`config.mk`:
```
export PLATFORM = sky130hd
export DESIGN_NAME = epbp_port
export DESIGN_NICKNAME = d
export VERILOG_FILES = /design/src/common/epbp_pkg.sv /design/src/rtl/epbp_port.sv /design/src/rtl/epbp_sync.sv
export SDC_FILE = /design/constraint.sdc
export NUM_CORES = 1
export LEC_CHECK = 0
export BUFFER_PORTS_ARGS = -buffer_cell sky130_fd_sc_hd__buf_2
export CORE_ASPECT_RATIO = 0.9
export CORE_MARGIN = 4
export CORE_UTILIZATION = 52
export DETAILED_ROUTE_END_ITERATION = 7
export PLACE_DENSITY = 0.82
export SYNTH_ARGS = -nofsm -noshare
export SYNTH_HDL_FRONTEND = slang
export SYNTH_HIERARCHICAL = 1
export SYNTH_SLANG_ARGS = --single-unit
export TNS_END_PERCENT = 100
```
`constraint.sdc`:
```
create_clock -name clk_i -period 3.4 [get_ports clk_i]
set_input_delay 0.17 -clock clk_i [delete_from_list [all_inputs] [get_ports clk_i]]
set_output_delay 0.17 -clock clk_i [all_outputs]
set_load 0.05 [all_outputs]
```
`src/common/epbp_pkg.sv`:
```
/*
  constants, formats and state codes of the external parallel bus port.
  assumes a single 100 MHz clock and an asynchronous active-low reset.
*/
package epbp_pkg;
  localparam logic [31:0] EXT_BASE = 32'h0040_0000;
  localparam logic [4:0] BANK_SHIFT_BASE = 5'h0d;
  localparam logic [4:0] PAGE_SHIFT_BASE = 5'h08;
  localparam logic [2:0] BANK_COUNT = 3'h4;
  localparam logic [3:0] SELECTS_IDLE = 4'hf;
  localparam int SYNC_WIDTH = 5;
  localparam logic [4:0] SYNC_RESET = 5'h1f;
  localparam int CLOCK_PERIOD_NS = 10;
  localparam int ACK_SETTLE_NS = 30;
  localparam logic [1:0] ACK_SETTLE_CYCLES =
    2'((ACK_SETTLE_NS + CLOCK_PERIOD_NS - 1) / CLOCK_PERIOD_NS);
  typedef enum logic [1:0] {
    FMT_WORD32 = 2'h0,
    FMT_EXT40 = 2'h1,
    FMT_SHORT16 = 2'h2,
    FMT_BOOT8 = 2'h3
  } epbp_format_type;
  typedef enum logic [2:0] {
    ST_IDLE = 3'h1,
    ST_ACCESS = 3'h2,
    ST_RELEASE = 3'h4
  } epbp_state_type;
endpackage

```
`src/rtl/epbp_port.sv`:
```
/*
  external parallel bus port: master accesses, slave decoding, tristate control.
  assumes config inputs are static during an access and the core holds a
  request until req_ready_o.
*/
`timescale 1ns/1ns
module epbp_port (
  input wire logic clk_i,
  input wire logic reset_n_i,
  input wire logic is_master_i,
  input wire logic [3:0] bank_size_i,
  input wire logic [2:0] page_size_i,
  input wire logic req_valid_i,
  input wire logic req_write_i,
  input wire logic req_cond_true_i,
  input wire logic [1:0] req_format_i,
  input wire logic [31:0] req_addr_i,
  input wire logic [39:0] req_wdata_i,
  output logic req_ready_o,
  output logic rsp_valid_o,
  output logic [39:0] rsp_rdata_o,
  output logic slv_valid_o,
  output logic slv_write_o,
  output logic [31:0] slv_addr_o,
  output logic [47:0] slv_wdata_o,
  input wire logic [47:0] slv_rdata_i,
  input wire logic [31:0] ext_address_i,
  output logic [31:0] ext_address_o,
  output logic ext_address_oe_o,
  input wire logic [47:0] ext_data_bus_i,
  output logic [47:0] ext_data_bus_o,
  output logic ext_data_bus_oe_o,
  output logic [3:0] bank_select_n_o,
  output logic bank_select_oe_o,
  input wire logic rd_strobe_n_i,
  output logic rd_strobe_n_o,
  output logic rd_strobe_oe_o,
  input wire logic wr_strobe_n_i,
  output logic wr_strobe_n_o,
  output logic wr_strobe_oe_o,
  input wire logic early_store_select_n_i,
  output logic early_store_select_n_o,
  output logic early_store_select_oe_o,
  output logic page_boundary_o,
  output logic page_boundary_oe_o,
  output logic bus_reference_clock_o,
  output logic bus_reference_clock_oe_o,
  input wire logic suspend_tristate_request_n_i,
  input wire logic ack_i
);
  epbp_pkg::epbp_state_type state;
  epbp_pkg::epbp_state_type next_state;
  logic [4:0] pins_s;
  logic [1:0] settle;
  logic settled_q;
  logic cur_write;
  logic cur_cond;
  logic [1:0] cur_format;
  logic [31:0] last_page;
  logic last_page_valid;
  logic slv_rd_prev;
  logic slv_wr_prev;
  logic [47:0] slv_data_q;

  // bank index from address and bank-size setting; bit 2 flags a hit
  function automatic logic [2:0] bank_of(input logic [31:0] a, input logic [3:0] sz);
    logic [31:0] idx;
    idx = (a - epbp_pkg::EXT_BASE) >> ({1'b0, sz} + epbp_pkg::BANK_SHIFT_BASE);
    bank_of = {1'b0, idx[1:0]};
    if (a >= epbp_pkg::EXT_BASE && idx < 32'(epbp_pkg::BANK_COUNT)) begin
      bank_of = {1'b1, idx[1:0]};
    end
  endfunction

  // data lane placement per format
  function automatic logic [47:0] place(input logic [1:0] f, input logic [39:0] d);
    place = 48'h0;
    unique case (f)
      epbp_pkg::FMT_WORD32: place[47:16] = d[31:0];
      epbp_pkg::FMT_EXT40: place[47:8] = d;
      epbp_pkg::FMT_SHORT16: place[31:16] = d[15:0];
      epbp_pkg::FMT_BOOT8: place[23:16] = d[7:0];
    endcase
  endfunction

  function automatic logic [39:0] extract(input logic [1:0] f, input logic [47:0] b);
    extract = 40'h0;
    unique case (f)
      epbp_pkg::FMT_WORD32: extract[31:0] = b[47:16];
      epbp_pkg::FMT_EXT40: extract = b[47:8];
      epbp_pkg::FMT_SHORT16: extract[15:0] = b[31:16];
      epbp_pkg::FMT_BOOT8: extract[7:0] = b[23:16];
    endcase
  endfunction

  epbp_sync u_sync (
    .clk_i(clk_i),
    .reset_n_i(reset_n_i),
    .async_i({suspend_tristate_request_n_i, ack_i, rd_strobe_n_i, wr_strobe_n_i,
      early_store_select_n_i}),
    .stable_o(pins_s)
  );

  wire suspend = ~pins_s[4];
  wire ack_s = pins_s[3];
  wire rd_s = pins_s[2];
  wire wr_s = pins_s[1];
  wire store_s = pins_s[0];

  wire req_fire = req_ready_o & req_valid_i;
  wire [2:0] req_bank = bank_of(req_addr_i, bank_size_i);
  wire [4:0] page_shift = {2'h0, page_size_i} + epbp_pkg::PAGE_SHIFT_BASE;
  wire [31:0] req_page = req_addr_i >> page_shift;
  wire req_bank0 = req_bank[2] & (req_bank[1:0] == 2'h0);
  wire req_new_page = req_bank0 & (~last_page_valid | (last_page != req_page));
  wire [3:0] req_selects = req_bank[2] ? ~(4'h1 << req_bank[1:0]) : epbp_pkg::SELECTS_IDLE;
  wire settled = (settle == epbp_pkg::ACK_SETTLE_CYCLES);
  wire access_done = (state == epbp_pkg::ST_ACCESS) & ~suspend &
    (~cur_cond | (settled_q & ack_s));
  wire master_drive = is_master_i & ~suspend;
  wire slv_rd_fall = ~is_master_i & slv_rd_prev & ~rd_s;
  wire slv_wr_fall = ~is_master_i & slv_wr_prev & ~wr_s;

  assign req_ready_o = (state == epbp_pkg::ST_IDLE) & master_drive;
  assign ext_address_oe_o = master_drive;
  assign bank_select_oe_o = master_drive;
  assign rd_strobe_oe_o = master_drive;
  assign wr_strobe_oe_o = master_drive;
  assign early_store_select_oe_o = master_drive;
  assign page_boundary_oe_o = master_drive;
  assign bus_reference_clock_oe_o = master_drive;
  assign ext_data_bus_oe_o = is_master_i ? (master_drive & cur_write & cur_cond &
    (state == epbp_pkg::ST_ACCESS)) : (~suspend & ~rd_s);

  always_comb begin
    next_state = state;
    unique case (state)
      epbp_pkg::ST_IDLE: if (req_fire) next_state = epbp_pkg::ST_ACCESS;
      epbp_pkg::ST_ACCESS: if (access_done) next_state = epbp_pkg::ST_RELEASE;
      epbp_pkg::ST_RELEASE: next_state = epbp_pkg::ST_IDLE;
    endcase
  end

  always_ff @(posedge clk_i or negedge reset_n_i) begin
    if (!reset_n_i) begin
      state <= epbp_pkg::ST_IDLE;
    end else begin
      state <= next_state;
    end
  end

  // acknowledge needs the settle count plus one edge to reach the filtered level
  always_ff @(posedge clk_i or negedge reset_n_i) begin
    if (!reset_n_i) begin
      settle <= 2'h0;
      settled_q <= 1'b0;
    end else if (state != epbp_pkg::ST_ACCESS) begin
      settle <= 2'h0;
      settled_q <= 1'b0;
    end else begin
      settled_q <= settled;
      if (!settled) begin
        settle <= settle + 2'h1;
      end
    end
  end

  // address, selects and early store select launch on the same edge
  always_ff @(posedge clk_i or negedge reset_n_i) begin
    if (!reset_n_i) begin
      ext_address_o <= 32'h0;
      bank_select_n_o <= epbp_pkg::SELECTS_IDLE;
      early_store_select_n_o <= 1'b1;
      rd_strobe_n_o <= 1'b1;
      wr_strobe_n_o <= 1'b1;
      ext_data_bus_o <= 48'h0;
      page_boundary_o <= 1'b0;
      cur_write <= 1'b0;
      cur_cond <= 1'b0;
      cur_format <= 2'h0;
    end else if (req_fire) begin
      ext_address_o <= req_addr_i;
      bank_select_n_o <= req_selects;
      early_store_select_n_o <= ~req_write_i;
      rd_strobe_n_o <= ~(~req_write_i & req_cond_true_i);
      wr_strobe_n_o <= ~(req_write_i & req_cond_true_i);
      ext_data_bus_o <= place(req_format_i, req_wdata_i);
      page_boundary_o <= req_new_page;
      cur_write <= req_write_i;
      cur_cond <= req_cond_true_i;
      cur_format <= req_format_i;
    end else if (access_done) begin
      bank_select_n_o <= epbp_pkg::SELECTS_IDLE;
      early_store_select_n_o <= 1'b1;
      rd_strobe_n_o <= 1'b1;
      wr_strobe_n_o <= 1'b1;
      page_boundary_o <= 1'b0;
    end else if (!is_master_i) begin
      ext_data_bus_o <= slv_data_q;
    end
  end

  // last dram page seen in bank 0
  always_ff @(posedge clk_i or negedge reset_n_i) begin
    if (!reset_n_i) begin
      last_page <= 32'h0;
      last_page_valid <= 1'b0;
    end else if (req_fire && req_bank0) begin
      last_page <= req_page;
      last_page_valid <= 1'b1;
    end
  end

  always_ff @(posedge clk_i or negedge reset_n_i) begin
    if (!reset_n_i) begin
      rsp_valid_o <= 1'b0;
      rsp_rdata_o <= 40'h0;
    end else begin
      rsp_valid_o <= access_done;
      if (access_done && !cur_write && cur_cond) begin
        rsp_rdata_o <= extract(cur_format, ext_data_bus_i);
      end
    end
  end

  // reference clock toggles while running
  always_ff @(posedge clk_i or negedge reset_n_i) begin
    if (!reset_n_i) begin
      bus_reference_clock_o <= 1'b0;
    end else begin
      bus_reference_clock_o <= ~bus_reference_clock_o;
    end
  end

  // slave side: address from outside, direction from early store select
  always_ff @(posedge clk_i or negedge reset_n_i) begin
    if (!reset_n_i) begin
      slv_rd_prev <= 1'b1;
      slv_wr_prev <= 1'b1;
      slv_valid_o <= 1'b0;
      slv_write_o <= 1'b0;
      slv_addr_o <= 32'h0;
      slv_wdata_o <= 48'h0;
      slv_data_q <= 48'h0;
    end else begin
      slv_rd_prev <= rd_s;
      slv_wr_prev <= wr_s;
      slv_valid_o <= slv_rd_fall | slv_wr_fall;
      slv_data_q <= slv_rdata_i;
      if (slv_rd_fall || slv_wr_fall) begin
        slv_write_o <= ~store_s;
        slv_addr_o <= ext_address_i;
        slv_wdata_o <= ext_data_bus_i;
      end
    end
  end
endmodule // epbp_port

```
`src/rtl/epbp_sync.sv`:
```
/*
  three-stage synchroniser with agreement filter for the port's pin inputs.
  assumes inputs idle high after reset.
*/
`timescale 1ns/1ns
module epbp_sync (
  input wire logic clk_i,
  input wire logic reset_n_i,
  input wire logic [4:0] async_i,
  output logic [4:0] stable_o
);
  logic [4:0] stage1;
  logic [4:0] stage2;
  logic [4:0] stage3;
  wire [4:0] agree = ~(stage2 ^ stage3);
  wire [4:0] next_stable = (agree & stage3) | (~agree & stable_o);

  // a change counts once the second and third stages agree
  always_ff @(posedge clk_i or negedge reset_n_i) begin
    if (!reset_n_i) begin
      stage1 <= epbp_pkg::SYNC_RESET;
      stage2 <= epbp_pkg::SYNC_RESET;
      stage3 <= epbp_pkg::SYNC_RESET;
      stable_o <= epbp_pkg::SYNC_RESET;
    end else begin
      stage1 <= async_i;
      stage2 <= stage1;
      stage3 <= stage2;
      stable_o <= next_stable;
    end
  end
endmodule // epbp_sync
```
==> run summary, run 1 <==
The routed layout has 12747 vias. TritonCTS built the clock tree. The netlist uses 68 different library cells. The root cell of the clock tree was sky130_fd_sc_hd__clkbuf_16.

The H-tree generated during clock tree synthesis spans 2 levels. The vertical extent of the die is 164.6 µm. The tools report the clock skew as 0.02198 ns. For the worst flop-to-flop path, the logic depth is 8. Dividing total power by cell area gives a power density of 784.3 mW/mm². In the finished design, the share of the clock period the worst path needs comes to 89.79%.

Commonest register cell after synthesis: sky130_fd_sc_hd__dfrtp_1. The worst path meets setup with 0.3472 ns of slack. The largest net degree at the start of global routing is 88. The worst setup path is of the reg -> reg kind. The tools report the number of violations reported at the end of detailed-routing iteration 0 as 1214. The class of the tightest hold or removal check was in -> reg. The slack of the worst reg-to-reg path is 0.35 ns, and the timing-limited maximum frequency is 0.3276 GHz. Clock network latency to the later pin of the worst-skew pair: 0.50 ns. Setup violations remaining at the end of the flow were counted as 0. The tools report the post-placement worst setup slack as 0.1521 ns. Compared with the post-synthesis result, the final layout area differs by 37.20%. The clock passes through at most 3 buffers. The count of buffers inserted at the top-level ports was 440; the number of top-level pins was 441. For the gate count after technology mapping, the log shows 1259. Number of placed instances with taps included: 1983. The tools report the startpoint type of the worst setup path as a flip-flop. The run finished with clean final reports. Summed over all nets, the half-perimeter wirelength after detailed placement is 30280 µm.

The wire length per cell was 21.45 µm; the global placer's final weighted congestion was 0.9042. The total overflow left after global routing is 0. In this run the static leakage power is 9.350 nW. The critical path endpoint category is a flip-flop.

In this run the core area contains 57 standard-cell rows. Once the clock tree was built, the setup fixing pass inserted 0 buffers. The run gives 0 ns as the total negative slack for setup checks.

In the routed layout, each cell is associated on average with a via count of 5.765. The design draws 15.25 mW. The tools report the end point of the critical path as last_page[5]. The logs give 6 for the synthesis warning total and 30.32% for the total routing usage reported by global routing. The initial antenna violation count is 7. In this run the worst path has a maximum fanout of 27. Measured along the x axis, the die boundary spans 182.0 µm.

The tool flagged a number of max-cap violations equal to 0. The number of resized instances in the post-cts repair step is 0. The logs give 56.24% for the sequential element share of the synthesized area and 72.13% for the share of the core filled with cells in the final layout. For this design, the sink count on the clock tree is 317. Setup repair after global routing left no endpoint under its margin. Data arrives at the worst endpoint at 3.42 ns. In this run the most critical hold path is launched from ext_data_bus_i[43]. Once layout is complete, the cells apart from fillers number 2211.

The number of nets with antenna violations after detailed routing came out at 0. After detailed routing, the number of remaining DRC violations is 0. The startpoint identified for the worst register-to-register timing path is state[0]. STA puts the critical path data required time at 3.77 ns.

The die covers 0.02996 mm². The critical path starts at state[0]. The worst slew slack as a fraction of its limit was 47.94%. The total wire length after detailed routing is 47420 µm. The core region is 0.02696 mm².

IR analysis of the VDD net gives a maximum drop of 406.8 µV. After clock tree synthesis, the clock-pin slew on the worst setup and hold paths is 0.06 ns. Of all flip-flops after synthesis, the portion carrying an async set or reset was 100.0%. First-pass iteration count of the detailed router: 6. For the pin with the worst max-slew slack, the measured transition is 0.7809 ns. The number of max-slew violations in the final report is 0, and the total nets after synthesis is 1481.

Counting flops and latches in the post-synthesis netlist gives 317. In this run the critical register-to-register path is captured at last_page[5]. The number of global-route vias before repair is 12932. The worst path in the final design needs a cycle of 3.053 ns, including I/O delays and setup.

The synthesized cell area was 0.01417 mm². The synthesized design contains 0 enable-type register cells. The layout cell share with drive strength beyond 1 was 36.96%; the net total in the final layout was 2046. After synthesis, the mean cell area works out to 11.26 µm². Number of buffers created by CTS: 34. For the starting utilization of the core area, the log shows 52.57%. The number of endpoints with negative hold slack in the final report is 0, and the global-route wire length before repair is 72100 µm.
critical path, stage by stage (launching register included):
cell and delay (ns):
sky130_fd_sc_hd__dfstp_2 0.56, sky130_fd_sc_hd__nand4b_1 0.16, sky130_fd_sc_hd__nor3b_2 0.37, sky130_fd_sc_hd__nand3_1 0.14, sky130_fd_sc_hd__a2111oi_2 0.35, sky130_fd_sc_hd__or4b_4 0.54, sky130_fd_sc_hd__nor4_4 0.20, sky130_fd_sc_hd__buf_12 0.24
sky130_fd_sc_hd__mux2_2 0.36
cells in the final DEF, fill, tap and decap left out, types with 8 or more instances in the layout:
cell type	synthesis	routed
sky130_fd_sc_hd__or3_1	18	18
sky130_fd_sc_hd__nor2b_1	18	17
sky130_fd_sc_hd__a21oi_1	33	32
sky130_fd_sc_hd__buf_2	5	439
sky130_fd_sc_hd__xnor2_1	22	22
sky130_fd_sc_hd__buf_4	6	16
sky130_fd_sc_hd__clkbuf_16	0	35
sky130_fd_sc_hd__dfstp_2	30	30
sky130_fd_sc_hd__dfrtp_1	287	287
sky130_fd_sc_hd__nor2_1	30	29
sky130_fd_sc_hd__a31oi_1	26	26
sky130_fd_sc_hd__o21ai_0	58	58
sky130_fd_sc_hd__mux2_4	10	10
sky130_fd_sc_hd__a221oi_1	15	15
sky130_fd_sc_hd__dlygate4sd3_1	0	159
sky130_fd_sc_hd__diode_2	0	9
sky130_fd_sc_hd__mux4_2	10	10
sky130_fd_sc_hd__mux2_2	94	94
sky130_fd_sc_hd__inv_1	19	19
sky130_fd_sc_hd__and3_1	14	14
sky130_fd_sc_hd__nand2_1	250	249
sky130_fd_sc_hd__a22o_1	8	8
sky130_fd_sc_hd__nor3_1	8	8
sky130_fd_sc_hd__mux2i_1	86	86
sky130_fd_sc_hd__nand3_1	8	8
sky130_fd_sc_hd__a22oi_1	8	8
sky130_fd_sc_hd__and2_1	9	9
sky130_fd_sc_hd__o31ai_1	18	18
flip-flops by register name, indices dropped and copies added, names as in the netlist, 2 cells and up, named ones only:
signal and flops:
settle 2, state 3, slv_data_q 48, ext_data_bus_o 48, slv_wdata_o 48, u_sync/stage1 5, rsp_rdata_o 40, u_sync/stage3 5
bank_select_n_o 4, slv_addr_o 32, u_sync/stage2 5, ext_address_o 32, cur_format 2, last_page 24
power by group:
part,internal (mW),switching (mW)
logic,1.58,4.70
registers,4.71,0.561
clock network,2.19,1.51
total,8.48,6.77
synthesized netlist by cell type (9+ instances only):
cell type / count / area, µm²
sky130_fd_sc_hd__mux2i_1: 86 / 860.8
sky130_fd_sc_hd__dfstp_2: 30 / 788.3
sky130_fd_sc_hd__nand2_1: 250 / 938.4
sky130_fd_sc_hd__mux2_4: 10 / 150.1
sky130_fd_sc_hd__a221oi_1: 15 / 131.4
sky130_fd_sc_hd__clkbuf_1: 73 / 274.0
sky130_fd_sc_hd__and3_1: 14 / 87.58
sky130_fd_sc_hd__o21ai_0: 58 / 290.3
sky130_fd_sc_hd__nor2b_1: 18 / 112.6
sky130_fd_sc_hd__o31ai_1: 18 / 135.1
sky130_fd_sc_hd__a21oi_1: 33 / 165.2
sky130_fd_sc_hd__or3_1: 18 / 112.6
sky130_fd_sc_hd__mux4_2: 10 / 225.2
sky130_fd_sc_hd__xnor2_1: 22 / 192.7
sky130_fd_sc_hd__inv_1: 19 / 71.32
sky130_fd_sc_hd__nor2_1: 30 / 112.6
sky130_fd_sc_hd__a31oi_1: 26 / 162.7
sky130_fd_sc_hd__and2_1: 9 / 56.30
sky130_fd_sc_hd__mux2_2: 94 / 1059
sky130_fd_sc_hd__dfrtp_1: 287 / 7182
layer usage:
| metal | vias up | GRT usage, % | share of wire (%) |
|---|---|---|---|
| met5 | - | 0 | 0 |
| met4 | 0 | 15.14 | 5.4 |
| met3 | 195 | 6.188 | 7.7 |
| met2 | 747 | 51.76 | 50 |
| met1 | 6267 | 36.98 | 37 |
| li1 | 5538 | - | - |
worst min-delay path by stage:
stage                             to  slack [ns]  depth (start not counted)
2_1_floorplan  bus_reference_clock_o       -0.13                          0
3_3_place_gp          slv_data_q[45]        0.20                          1
3_5_place_dp          slv_data_q[45]        0.21                          1
4_1_cts            ext_address_o[29]       0.003                          3
5_1_grt            ext_address_o[29]      0.0002                          3
6_report             rsp_rdata_o[35]        0.01                          3
final cells by class:
class	count	area (µm²)
sequential	317	7970
fill	1778	7513
multi-input combinational	828	5752
timing repair buffer	622	4064
clock buffer	48	984.7
tap	354	442.9
clock inverter	12	130.1
inverter	21	78.83
antenna	9	22.52
repair_timing:
item | CTS | global route
setup endpoints to repair | 0 | 0
endpoints found under the hold margin | 238 | 0
hold buffers | 159 | 0
metrics by stage:
step | hold slack (ns) | instance area [µm²]
floorplan | -0.1256 | 14170
global placement | 0.2015 | 16720
detailed placement | 0.2077 | 16720
CTS | 0.002794 | 19420
global route | 0.0002090 | 19440
finish | 0.01141 | 19440
cells by family after synthesis:
family	count (synthesis)	share of synthesized area (%)
buf+inv	114	3.381
compound gates	199	9.155
flops	317	56.24
mux	201	16.27
fa+ha+maj	7	0.5738
simple gates	394	12.71
xor+xnor	27	1.669
(Power assumes the default switching activity.)
==> inputs of run 2 (changes only) <==
--- a/config.mk
+++ b/config.mk
@@ -5,12 +5,13 @@
 export SDC_FILE = /design/constraint.sdc
 export NUM_CORES = 1
 export LEC_CHECK = 0
+export ABC_AREA = 1
 export BUFFER_PORTS_ARGS = -buffer_cell sky130_fd_sc_hd__buf_2
 export CORE_ASPECT_RATIO = 0.9
 export CORE_MARGIN = 4
 export CORE_UTILIZATION = 52
 export DETAILED_ROUTE_END_ITERATION = 7
-export PLACE_DENSITY = 0.82
+export PLACE_DENSITY = 0.81
 export SYNTH_ARGS = -nofsm -noshare
 export SYNTH_HDL_FRONTEND = slang
 export SYNTH_HIERARCHICAL = 1
==> run 2 against run 1 <==
- clock skew is 0.0087 ns lower
- cell area is 0.34% lower
- wire length is 4.7% higher
- sequential cell count is the same
- first-iteration DRC count rose by 14%
- die area increased by 0.75%
- maximum frequency down 3.3%
- critical path type unchanged
- largest power group is now sequential cells
- synthesized area grew 0.79%
- sequential power decreased by 6.3%
- synthesized cell count grew 35%
- via count is 14% higher
- count of clock-buffer cells in the layout grew 1
==> run summary, run 2 <==
The run finished with clean final reports. The worst hold slack after final layout was 0.007972 ns (was 0.01141 ns). The worst-margin pin slew works out to 0.7745 ns (was 0.7809 ns). The critical path class is reg -> reg (unchanged). The tools report the number of max-slew violations in the final report as 0 (unchanged). The vias after detailed routing is 14593 (was 12747).

For the total wire length after detailed routing, the log shows 49670 µm (was 47420 µm). The synthesized cell area was 0.01428 mm² (was 0.01417 mm²). Endpoint of the worst-slack reg-to-reg timing path: wr_strobe_n_o (was last_page[5]). The tools report the share of the core filled with cells in the final layout as 71.69% (was 72.13%).

The timing-limited maximum frequency came out at 0.3167 GHz (was 0.3276 GHz). The number of H-tree branching levels came out at 2 (unchanged). The leading cell type by number of instances after synthesis is sky130_fd_sc_hd__nand2_1 (was sky130_fd_sc_hd__dfrtp_1). The tools report the number of buffers on the longest clock path as 3 (unchanged).

For the initial antenna violation count, the log shows 5 (was 7). The tools report the starting utilization of the core area as 52.84% (was 52.57%). The sequential element share of the synthesized area is 55.80% (was 56.24%). Top cells by area in the synthesized netlist: sky130_fd_sc_hd__dfrtp_1, sky130_fd_sc_hd__nand2_1, sky130_fd_sc_hd__dfstp_2 (was sky130_fd_sc_hd__dfrtp_1, sky130_fd_sc_hd__mux2_2, sky130_fd_sc_hd__nand2_1). The number of nets with antenna violations after detailed routing came out at 0 (unchanged). The master of the slowest instance on the critical path was sky130_fd_sc_hd__dlygate4sd3_1 (was sky130_fd_sc_hd__dfstp_2). Most numerous cell types in the synthesized netlist: sky130_fd_sc_hd__nand2_1, sky130_fd_sc_hd__dfrtp_1, sky130_fd_sc_hd__nor2_1 (was sky130_fd_sc_hd__dfrtp_1, sky130_fd_sc_hd__nand2_1, sky130_fd_sc_hd__mux2_2).

Top Registers: ext_data_bus_o (48), slv_data_q (48), slv_wdata_o (48) (unchanged). The top cell type by total area after synthesis was sky130_fd_sc_hd__dfrtp_1 (unchanged). For the largest net degree at the start of global routing, the log shows 83 (was 88).

The flip-flop and latch count after synthesis was 317 (unchanged). The total DRC errors in the routed layout came out at 0 (unchanged). The tools report the critical path endpoint category as a flip-flop (unchanged). The area growth from synthesis to layout is 35.67% (was 37.20%). The worst slew slack as a fraction of its limit was 48.31% (was 47.94%); the number of synthesized flops with an enable pin was 0 (unchanged).

For the total nets after synthesis, the log shows 1924 (was 1481). For the area of the core region, the log shows 0.02703 mm² (was 0.02696 mm²). The combinational fraction of design power was 36.3% (was 41.2%).

The area share of the largest cell type after synthesis came out at 50.28% (was 50.68%). The number of placement rows came out at 57 (unchanged). The number of global-route vias before repair was 14038 (was 12932); the vertical extent of the die was 165.2 µm (was 164.6 µm). The cell area after placement came out at 0.01670 mm² (was 0.01672 mm²). The root cell of the clock tree was sky130_fd_sc_hd__clkbuf_16 (unchanged).

The fraction of synthesis flops using an asynchronous set or reset pin is 100.0% (unchanged). Setup repair after global routing left no endpoint under its margin. The worst-case reg-to-reg path depth is 10 (was 8).

CP Cell Sequence: inv_1, nor4_2, nand2_4, clkinv_1, buf_6, nor2_1, inv_1, nor2_1, a31oi_1, dlygate4sd3_1 (was nand4b_1, nor3b_2, nand3_1, a2111oi_2, or4b_4, nor4_4, buf_12, mux2_2). The most common cell after layout, fill and taps aside was sky130_fd_sc_hd__nand2_1 (was sky130_fd_sc_hd__buf_2). Commonest cells after routing, fill and taps aside: sky130_fd_sc_hd__nand2_1, sky130_fd_sc_hd__buf_2, sky130_fd_sc_hd__dfrtp_1 (was sky130_fd_sc_hd__buf_2, sky130_fd_sc_hd__dfrtp_1, sky130_fd_sc_hd__nand2_1).

The number of buffers created by CTS was 35 (was 34). The maximum net fanout on the critical path is 32 (was 27), and the worst-case vdd ir drop is 525.1 µV (was 406.8 µV). The logs give 0.2426 ns (was 0.3472 ns) for the final worst setup slack and 10.16 nW (was 9.350 nW) for the leakage power figure. The wire length on met3 is 4356 µm (was 3655 µm), and the sequential group share of total power is 36.2% (was 34.6%). The total negative slack for setup checks came out at 0 ns (unchanged).

The commonest register cell after synthesis was sky130_fd_sc_hd__dfrtp_1 (unchanged). The run gives 3.61 ns (was 3.42 ns) as the data arrival time of the worst path. The tools report the critical path startpoint as state[0] (unchanged). The horizontal die dimension works out to 182.7 µm (was 182.0 µm). The slack of the worst reg-to-reg path is 0.24 ns (was 0.35 ns), and the average vias per placed instance is 5.523 (was 5.765). The synthesis warning total was 6 (unchanged); the number of violations reported at the end of detailed-routing iteration 0 was 1383 (was 1214). Total power density per cell area: 702.6 mW/mm² (was 784.3 mW/mm²). The uppermost layer routed was met5 (was met4). Layout cell share with drive strength beyond 1: 25.04% (was 36.96%).

The setup violation total in the final timing report is 0 (unchanged). Average cell area after synthesis: 8.392 µm² (was 11.26 µm²). The class of the tightest hold or removal check was in -> reg (unchanged). The count of buffers inserted at the top-level ports came out at 440 (unchanged).

The clock slew at the register clock pins of the worst setup and hold paths was 0.06 ns (about the same); the switching fraction of total power was 42.38% (was 44.42%). For the number of top-level pins, the log shows 441 (unchanged). For the net total in the final layout, the log shows 2480 (was 2046). The global placer's final weighted congestion was 0.9749 (was 0.9042).

Total congestion overflow: 0 (unchanged). The wire length per cell is 18.80 µm (was 21.45 µm), and the count of different cell masters after synthesis is 41 (was 68). Floorplan die area: 0.03019 mm² (was 0.02996 mm²). The amount of wire on met2 after detailed routing was 23660 µm (was 23520 µm). The number of buffers inserted to repair setup after CTS is 0 (unchanged), and the fraction of the cycle the final worst path needs is 92.87% (was 89.79%). Detailed-placement wirelength estimate: 33780 µm (was 30280 µm). The tools report the gate count after technology mapping as 1702 (was 1259).

The tools report the global-route wire length before repair as 75800 µm (was 72100 µm). The routed length on met1 came out at 18840 µm (was 17700 µm). The clock skew was 0.01324 ns (was 0.02198 ns); the total routing usage reported by global routing was 31.59% (was 30.32%). The required time at the endpoint of the critical path was 3.85 ns (was 3.77 ns). TritonCTS built the clock tree. The internal power consumption came out at 7.846 mW (was 8.477 mW). Share of total power in the clock network: 27.5% (was 24.2%). The startpoint of the worst-slack reg-to-reg timing path was state[0] (unchanged).

The first-pass iteration count of the detailed router was 5 (was 6). End point of the critical path: wr_strobe_n_o (was last_page[5]). The number of max-cap violations came out at 0 (unchanged). The time the final worst path needs with I/O delays and setup came out at 3.157 ns (was 3.053 ns). The peak per-stage delay on the critical path is 0.58 ns (was 0.56 ns), and the total number of clock tree sinks is 317 (unchanged). The logs give 5.769 mW (was 6.774 mW) for the switching power and 0.01938 mm² (was 0.01944 mm²) for the area of all placed cells without fillers. Clock network latency to the later pin of the worst-skew pair: 0.51 ns (was 0.50 ns). The startpoint type of the worst setup path is a flip-flop (unchanged). For the post-placement worst setup slack, the log shows 0.7603 ns (was 0.1521 ns). The run gives 0 (unchanged) as the number of endpoints with negative hold slack in the final report.
-- run 2: area by class of cell --
type / instances / area (µm²)
well taps: 354 / 442.9
inverters: 152 / 573.1
clock inverters: 14 / 146.4
clock buffers: 49 / 989.7
flip-flops and latches: 317 / 7970
multi-input cells: 1145 / 5346
diodes: 4 / 10.01
fillers: 1971 / 7651
repair buffers: 607 / 3900
-- run 2: worst min-delay path by stage --
stage	startpoint	end	slack, ns	depth (start not counted)
4_1_cts	req_wdata_i[15]	ext_data_bus_o[31]	0.0008	3
5_1_grt	ext_data_bus_i[46]	rsp_rdata_o[38]	0.0003	3
2_1_floorplan	reset_n_i	bus_reference_clock_o	-0.13	0
3_5_place_dp	reset_n_i	slv_data_q[35]	0.20	1
6_report	req_addr_i[12]	ext_address_o[12]	0.008	3
3_3_place_gp	reset_n_i	slv_data_q[35]	0.20	1
-- run 2: what timing repair did --
| item | 4_1_cts | 5_1_grt |
|---|---|---|
| endpoints found under the hold margin | 230 | 0 |
| hold buffers | 152 | 0 |
| resized for setup | 0 | 2 |
| endpoints found under the setup margin | 0 | 2 |
-- run 2: metrics by stage --
stage,total power [mW],instances
2_1_floorplan,8.289,1702
3_3_place_gp,9.590,2423
3_5_place_dp,9.685,2423
4_1_cts,13.58,2638
5_1_grt,14.20,2642
6_report,13.62,2642
-- run 2: worst max-delay path, delay by kind of cell, from the launching register on --
family	cells	cell delay [ns]
AOI/OAI and AO/OA	1	0.15
buffers and inverters	5	1.53
DFF	1	0.54
and+or+nand+nor	4	0.88
-- run 2: layer usage --
metal	vias to the layer above	track usage (%)
li1	6614	-
met1	6968	40.45
met2	811	51.35
met3	198	6.789
met4	2	15.89
met5	-	0
-- run 2: logic make-up after synthesis --
| family | count (synthesis) | synth area share, % |
|---|---|---|
| AOI/OAI and AO/OA | 250 | 10.18 |
| buffers and inverters | 240 | 6.946 |
| muxes | 24 | 1.682 |
| and+or+nand+nor | 866 | 25.04 |
| xor gates and xnor gates | 3 | 0.1840 |
| adders and majority gates | 2 | 0.1752 |
| DFF | 317 | 55.80 |
-- run 2: power by group through the flow --
stage / clock network (mW) / registers, mW / logic (mW)
2_1_floorplan: 0 / 7.07 / 1.22
3_3_place_gp: 0 / 4.94 / 4.65
3_5_place_dp: 0 / 4.96 / 4.72
4_1_cts: 3.78 / 4.91 / 4.89
5_1_grt: 3.98 / 4.99 / 5.22
6_report: 3.74 / 4.94 / 4.94
==> inputs of run 3 (changes only) <==
--- a/config.mk
+++ b/config.mk
@@ -9,9 +9,9 @@
 export BUFFER_PORTS_ARGS = -buffer_cell sky130_fd_sc_hd__buf_2
 export CORE_ASPECT_RATIO = 0.9
 export CORE_MARGIN = 4
-export CORE_UTILIZATION = 52
+export CORE_UTILIZATION = 50
 export DETAILED_ROUTE_END_ITERATION = 7
-export PLACE_DENSITY = 0.81
+export PLACE_DENSITY = 0.78
 export SYNTH_ARGS = -nofsm -noshare
 export SYNTH_HDL_FRONTEND = slang
 export SYNTH_HIERARCHICAL = 1
==> run 3 against run 2 <==
- wire length is 1.4% lower
- largest power group is now combinational logic
- non-clock buffer count down 3
- global-route usage is 1.5 points lower
- clock power grew 1%
- total power up 0.37%
- combinational power hardly changed
- via count down 0.51%
- sequential power about the same
==> run summary, run 3 (synthesis results as in run 2) <==
The worst-case vdd ir drop was 424.5 µV (was 525.1 µV). The tools report the number of placed instances with taps included as 2431 (was 2423). The global placer's final weighted congestion was 1.004 (was 0.9749); the count of buffers inserted at the top-level ports was 440 (unchanged).

The net total in the final layout is 2478 (was 2480), and the leakage power figure is 10.17 nW (was 10.16 nW). The run gives 2 (unchanged) as the number of H-tree branching levels. The root cell of the clock tree was sky130_fd_sc_hd__clkbuf_16 (unchanged). The total wire length after detailed routing was 48990 µm (was 49670 µm).

For the area of the core region, the log shows 0.02808 mm² (was 0.02703 mm²). The clock network latency to the later pin of the worst-skew pair came out at 0.52 ns (was 0.51 ns). The run gives 0 (unchanged) as the number of endpoints with negative hold slack in the final report.

Startpoint type of the worst setup path: a flip-flop (unchanged). Total power of the final layout: 13.66 mW (was 13.62 mW). The tools report the number of top-level pins as 441 (unchanged).

The tools report the worst hold slack after final layout as 0.007083 ns (was 0.007972 ns). The first-pass iteration count of the detailed router was 5 (unchanged). The total number of clock tree sinks was 317 (unchanged); the worst-margin pin slew was 0.8738 ns (was 0.7745 ns). Class of the tightest hold or removal check: in -> reg (unchanged). The tools report the global-route wire length before repair as 75610 µm (was 75800 µm). Commonest cells after routing, fill and taps aside: sky130_fd_sc_hd__nand2_1, sky130_fd_sc_hd__buf_2, sky130_fd_sc_hd__dfrtp_1 (unchanged).

The total routing usage reported by global routing is 30.12% (was 31.59%), and the vias after detailed routing is 14519 (was 14593). Clock slew at the register clock pins of the worst setup and hold paths: 0.06 ns (about the same). Critical path endpoint category: a flip-flop (unchanged).

The vertical extent of the die came out at 168.3 µm (was 165.2 µm). Critical path class: reg -> reg (unchanged). The wire length per cell is 18.51 µm (was 18.80 µm), and the largest net degree at the start of global routing is 112 (was 83).

The logs give 0.01674 mm² (was 0.01670 mm²) for the cell area after placement and 41.75% (was 48.31%) for the worst slew slack as a fraction of its limit. The share of the core filled with cells in the final layout is 69.00% (was 71.69%). The horizontal die dimension is 186.2 µm (was 182.7 µm), and the total power density per cell area is 705.2 mW/mm² (was 702.6 mW/mm²). The average vias per placed instance was 5.485 (was 5.523). The fill cell instance count of the final layout is 2173 (was 1971), and the fraction of the cycle the final worst path needs is 78.06% (was 92.87%). The time the final worst path needs with I/O delays and setup was 2.654 ns (was 3.157 ns).

TritonCTS built the clock tree. The required time at the endpoint of the critical path is 3.86 ns (was 3.85 ns). The area growth from synthesis to layout is 35.66% (was 35.67%).

For the data arrival time of the worst path, the log shows 3.11 ns (was 3.61 ns). Initial antenna violation count: 4 (was 5). The logs give 3 (unchanged) for the number of buffers on the longest clock path and 0.7459 ns (was 0.2426 ns) for the final worst setup slack.

The maximum net fanout on the critical path is 20 (was 32), and the starting utilization of the core area is 50.86% (was 52.84%). The logs give 2647 (was 2642) for the count of placed standard cells in the final layout, fillers left out and 0.9683 ns (was 0.7603 ns) for the post-placement worst setup slack. Number of max-cap violations: 0 (unchanged).

The tools report the total DRC errors in the routed layout as 0 (unchanged). Top Registers: ext_data_bus_o (48), slv_data_q (48), slv_wdata_o (48) (unchanged). For the total negative slack for setup checks, the log shows 0 ns (unchanged). Most common cell after layout, fill and taps aside: sky130_fd_sc_hd__nand2_1 (unchanged). For the number of global-route vias before repair, the log shows 13927 (was 14038). Setup repair after global routing left no endpoint under its margin. The run gives 34320 µm (was 33780 µm) as the detailed-placement wirelength estimate.

The layout cell share with drive strength beyond 1 was 25.10% (was 25.04%). The number of resized instances in the post-cts repair step was 0 (unchanged); the clock skew was 0.01746 ns (was 0.01324 ns). The run gives 147 (was 152) as the number of buffers added to fix hold violations after cts.

The logs give 0.03134 mm² (was 0.03019 mm²) for the floorplan die area and 0 (unchanged) for the number of buffers inserted to repair setup after CTS. Timing-limited maximum frequency: 0.3768 GHz (was 0.3167 GHz). The run gives 36 (was 35) as the number of buffers created by CTS.

The logs give 0 (unchanged) for the total congestion overflow and 0 (unchanged) for the number of max-slew violations in the final report. The setup violation total in the final timing report is 0 (unchanged). The flow ran to the end, and the final reports show no timing, DRC or antenna violations.

The number of nets with antenna violations after detailed routing was 0 (unchanged); the area of all placed cells without fillers was 0.01938 mm² (about the same). The logs give 58 (was 57) for the number of placement rows and 1332 (was 1383) for the number of violations reported at the end of detailed-routing iteration 0.
==> run 3: cell count changes in the layout (fill, tap and decap cells not counted), sizes merged <==
cell         previous run  this run
clkinvlp                0         1
dlygate4sd3           152       147
clkinv                 14        11
bufinv                  2         0
clkbuf                 49        55
buf                   455       457
==> run 3: power breakdown <==
group	internal (mW)	switching, mW	leakage (nW)	total [mW]
registers	4.49	0.428	3.74	4.92
clock network	2.22	1.57	0.570	3.79
logic	1.15	3.81	5.87	4.96
==> run 3: layout make-up <==
type / count / area, µm² / share of cell area (%)
multi-input cells: 1145 / 5344 / 27.58
repair buffers: 604 / 3874 / 19.99
clock buffers: 55 / 1086 / 5.605
clock inverters: 10 / 70.07 / 0.3616
flip-flops and latches: 317 / 7970 / 41.13
well taps: 360 / 450.4 / 2.325
diodes: 4 / 10.01 / 0.05166
inverters: 152 / 573.1 / 2.957
==> run 3: worst max-delay path, cell delays in order, from the launching register on <==
cell	delay, ns
sky130_fd_sc_hd__dfstp_2	0.53
sky130_fd_sc_hd__inv_1	0.06
sky130_fd_sc_hd__nor4_2	0.33
sky130_fd_sc_hd__nand2_4	0.23
sky130_fd_sc_hd__clkinv_1	0.27
sky130_fd_sc_hd__nor2_1	0.11
sky130_fd_sc_hd__inv_1	0.28
sky130_fd_sc_hd__nor2_1	0.08
sky130_fd_sc_hd__a31oi_1	0.14
sky130_fd_sc_hd__dlygate4sd3_1	0.56
==> run 3: per-layer routing <==
metal  GRT usage (%)  vias up  part of all wire (%)
met5               0        -                 0.031
met4           13.97        2                   5.8
met3           6.243      200                   9.1
met2           48.51      814                    47
met1           39.14     6872                    38
li1                -     6631                     -
==> run 3: path summary, 6_finish.rpt <==
path,startpoint,endpoint,slack (ns),cells past startpoint
min in group asynchronous,reset_n_i,ext_data_bus_o[33],0.28,2
worst max-delay path,state[0],wr_strobe_n_o,0.75,9
worst min-delay path,req_wdata_i[1],ext_data_bus_o[9],0.007,3
max in group asynchronous,reset_n_i,state[0],2.16,3
worst min register to register,u_sync/stage1[0],u_sync/stage2[0],0.36,0
worst max register to register,state[0],wr_strobe_n_o,0.75,9
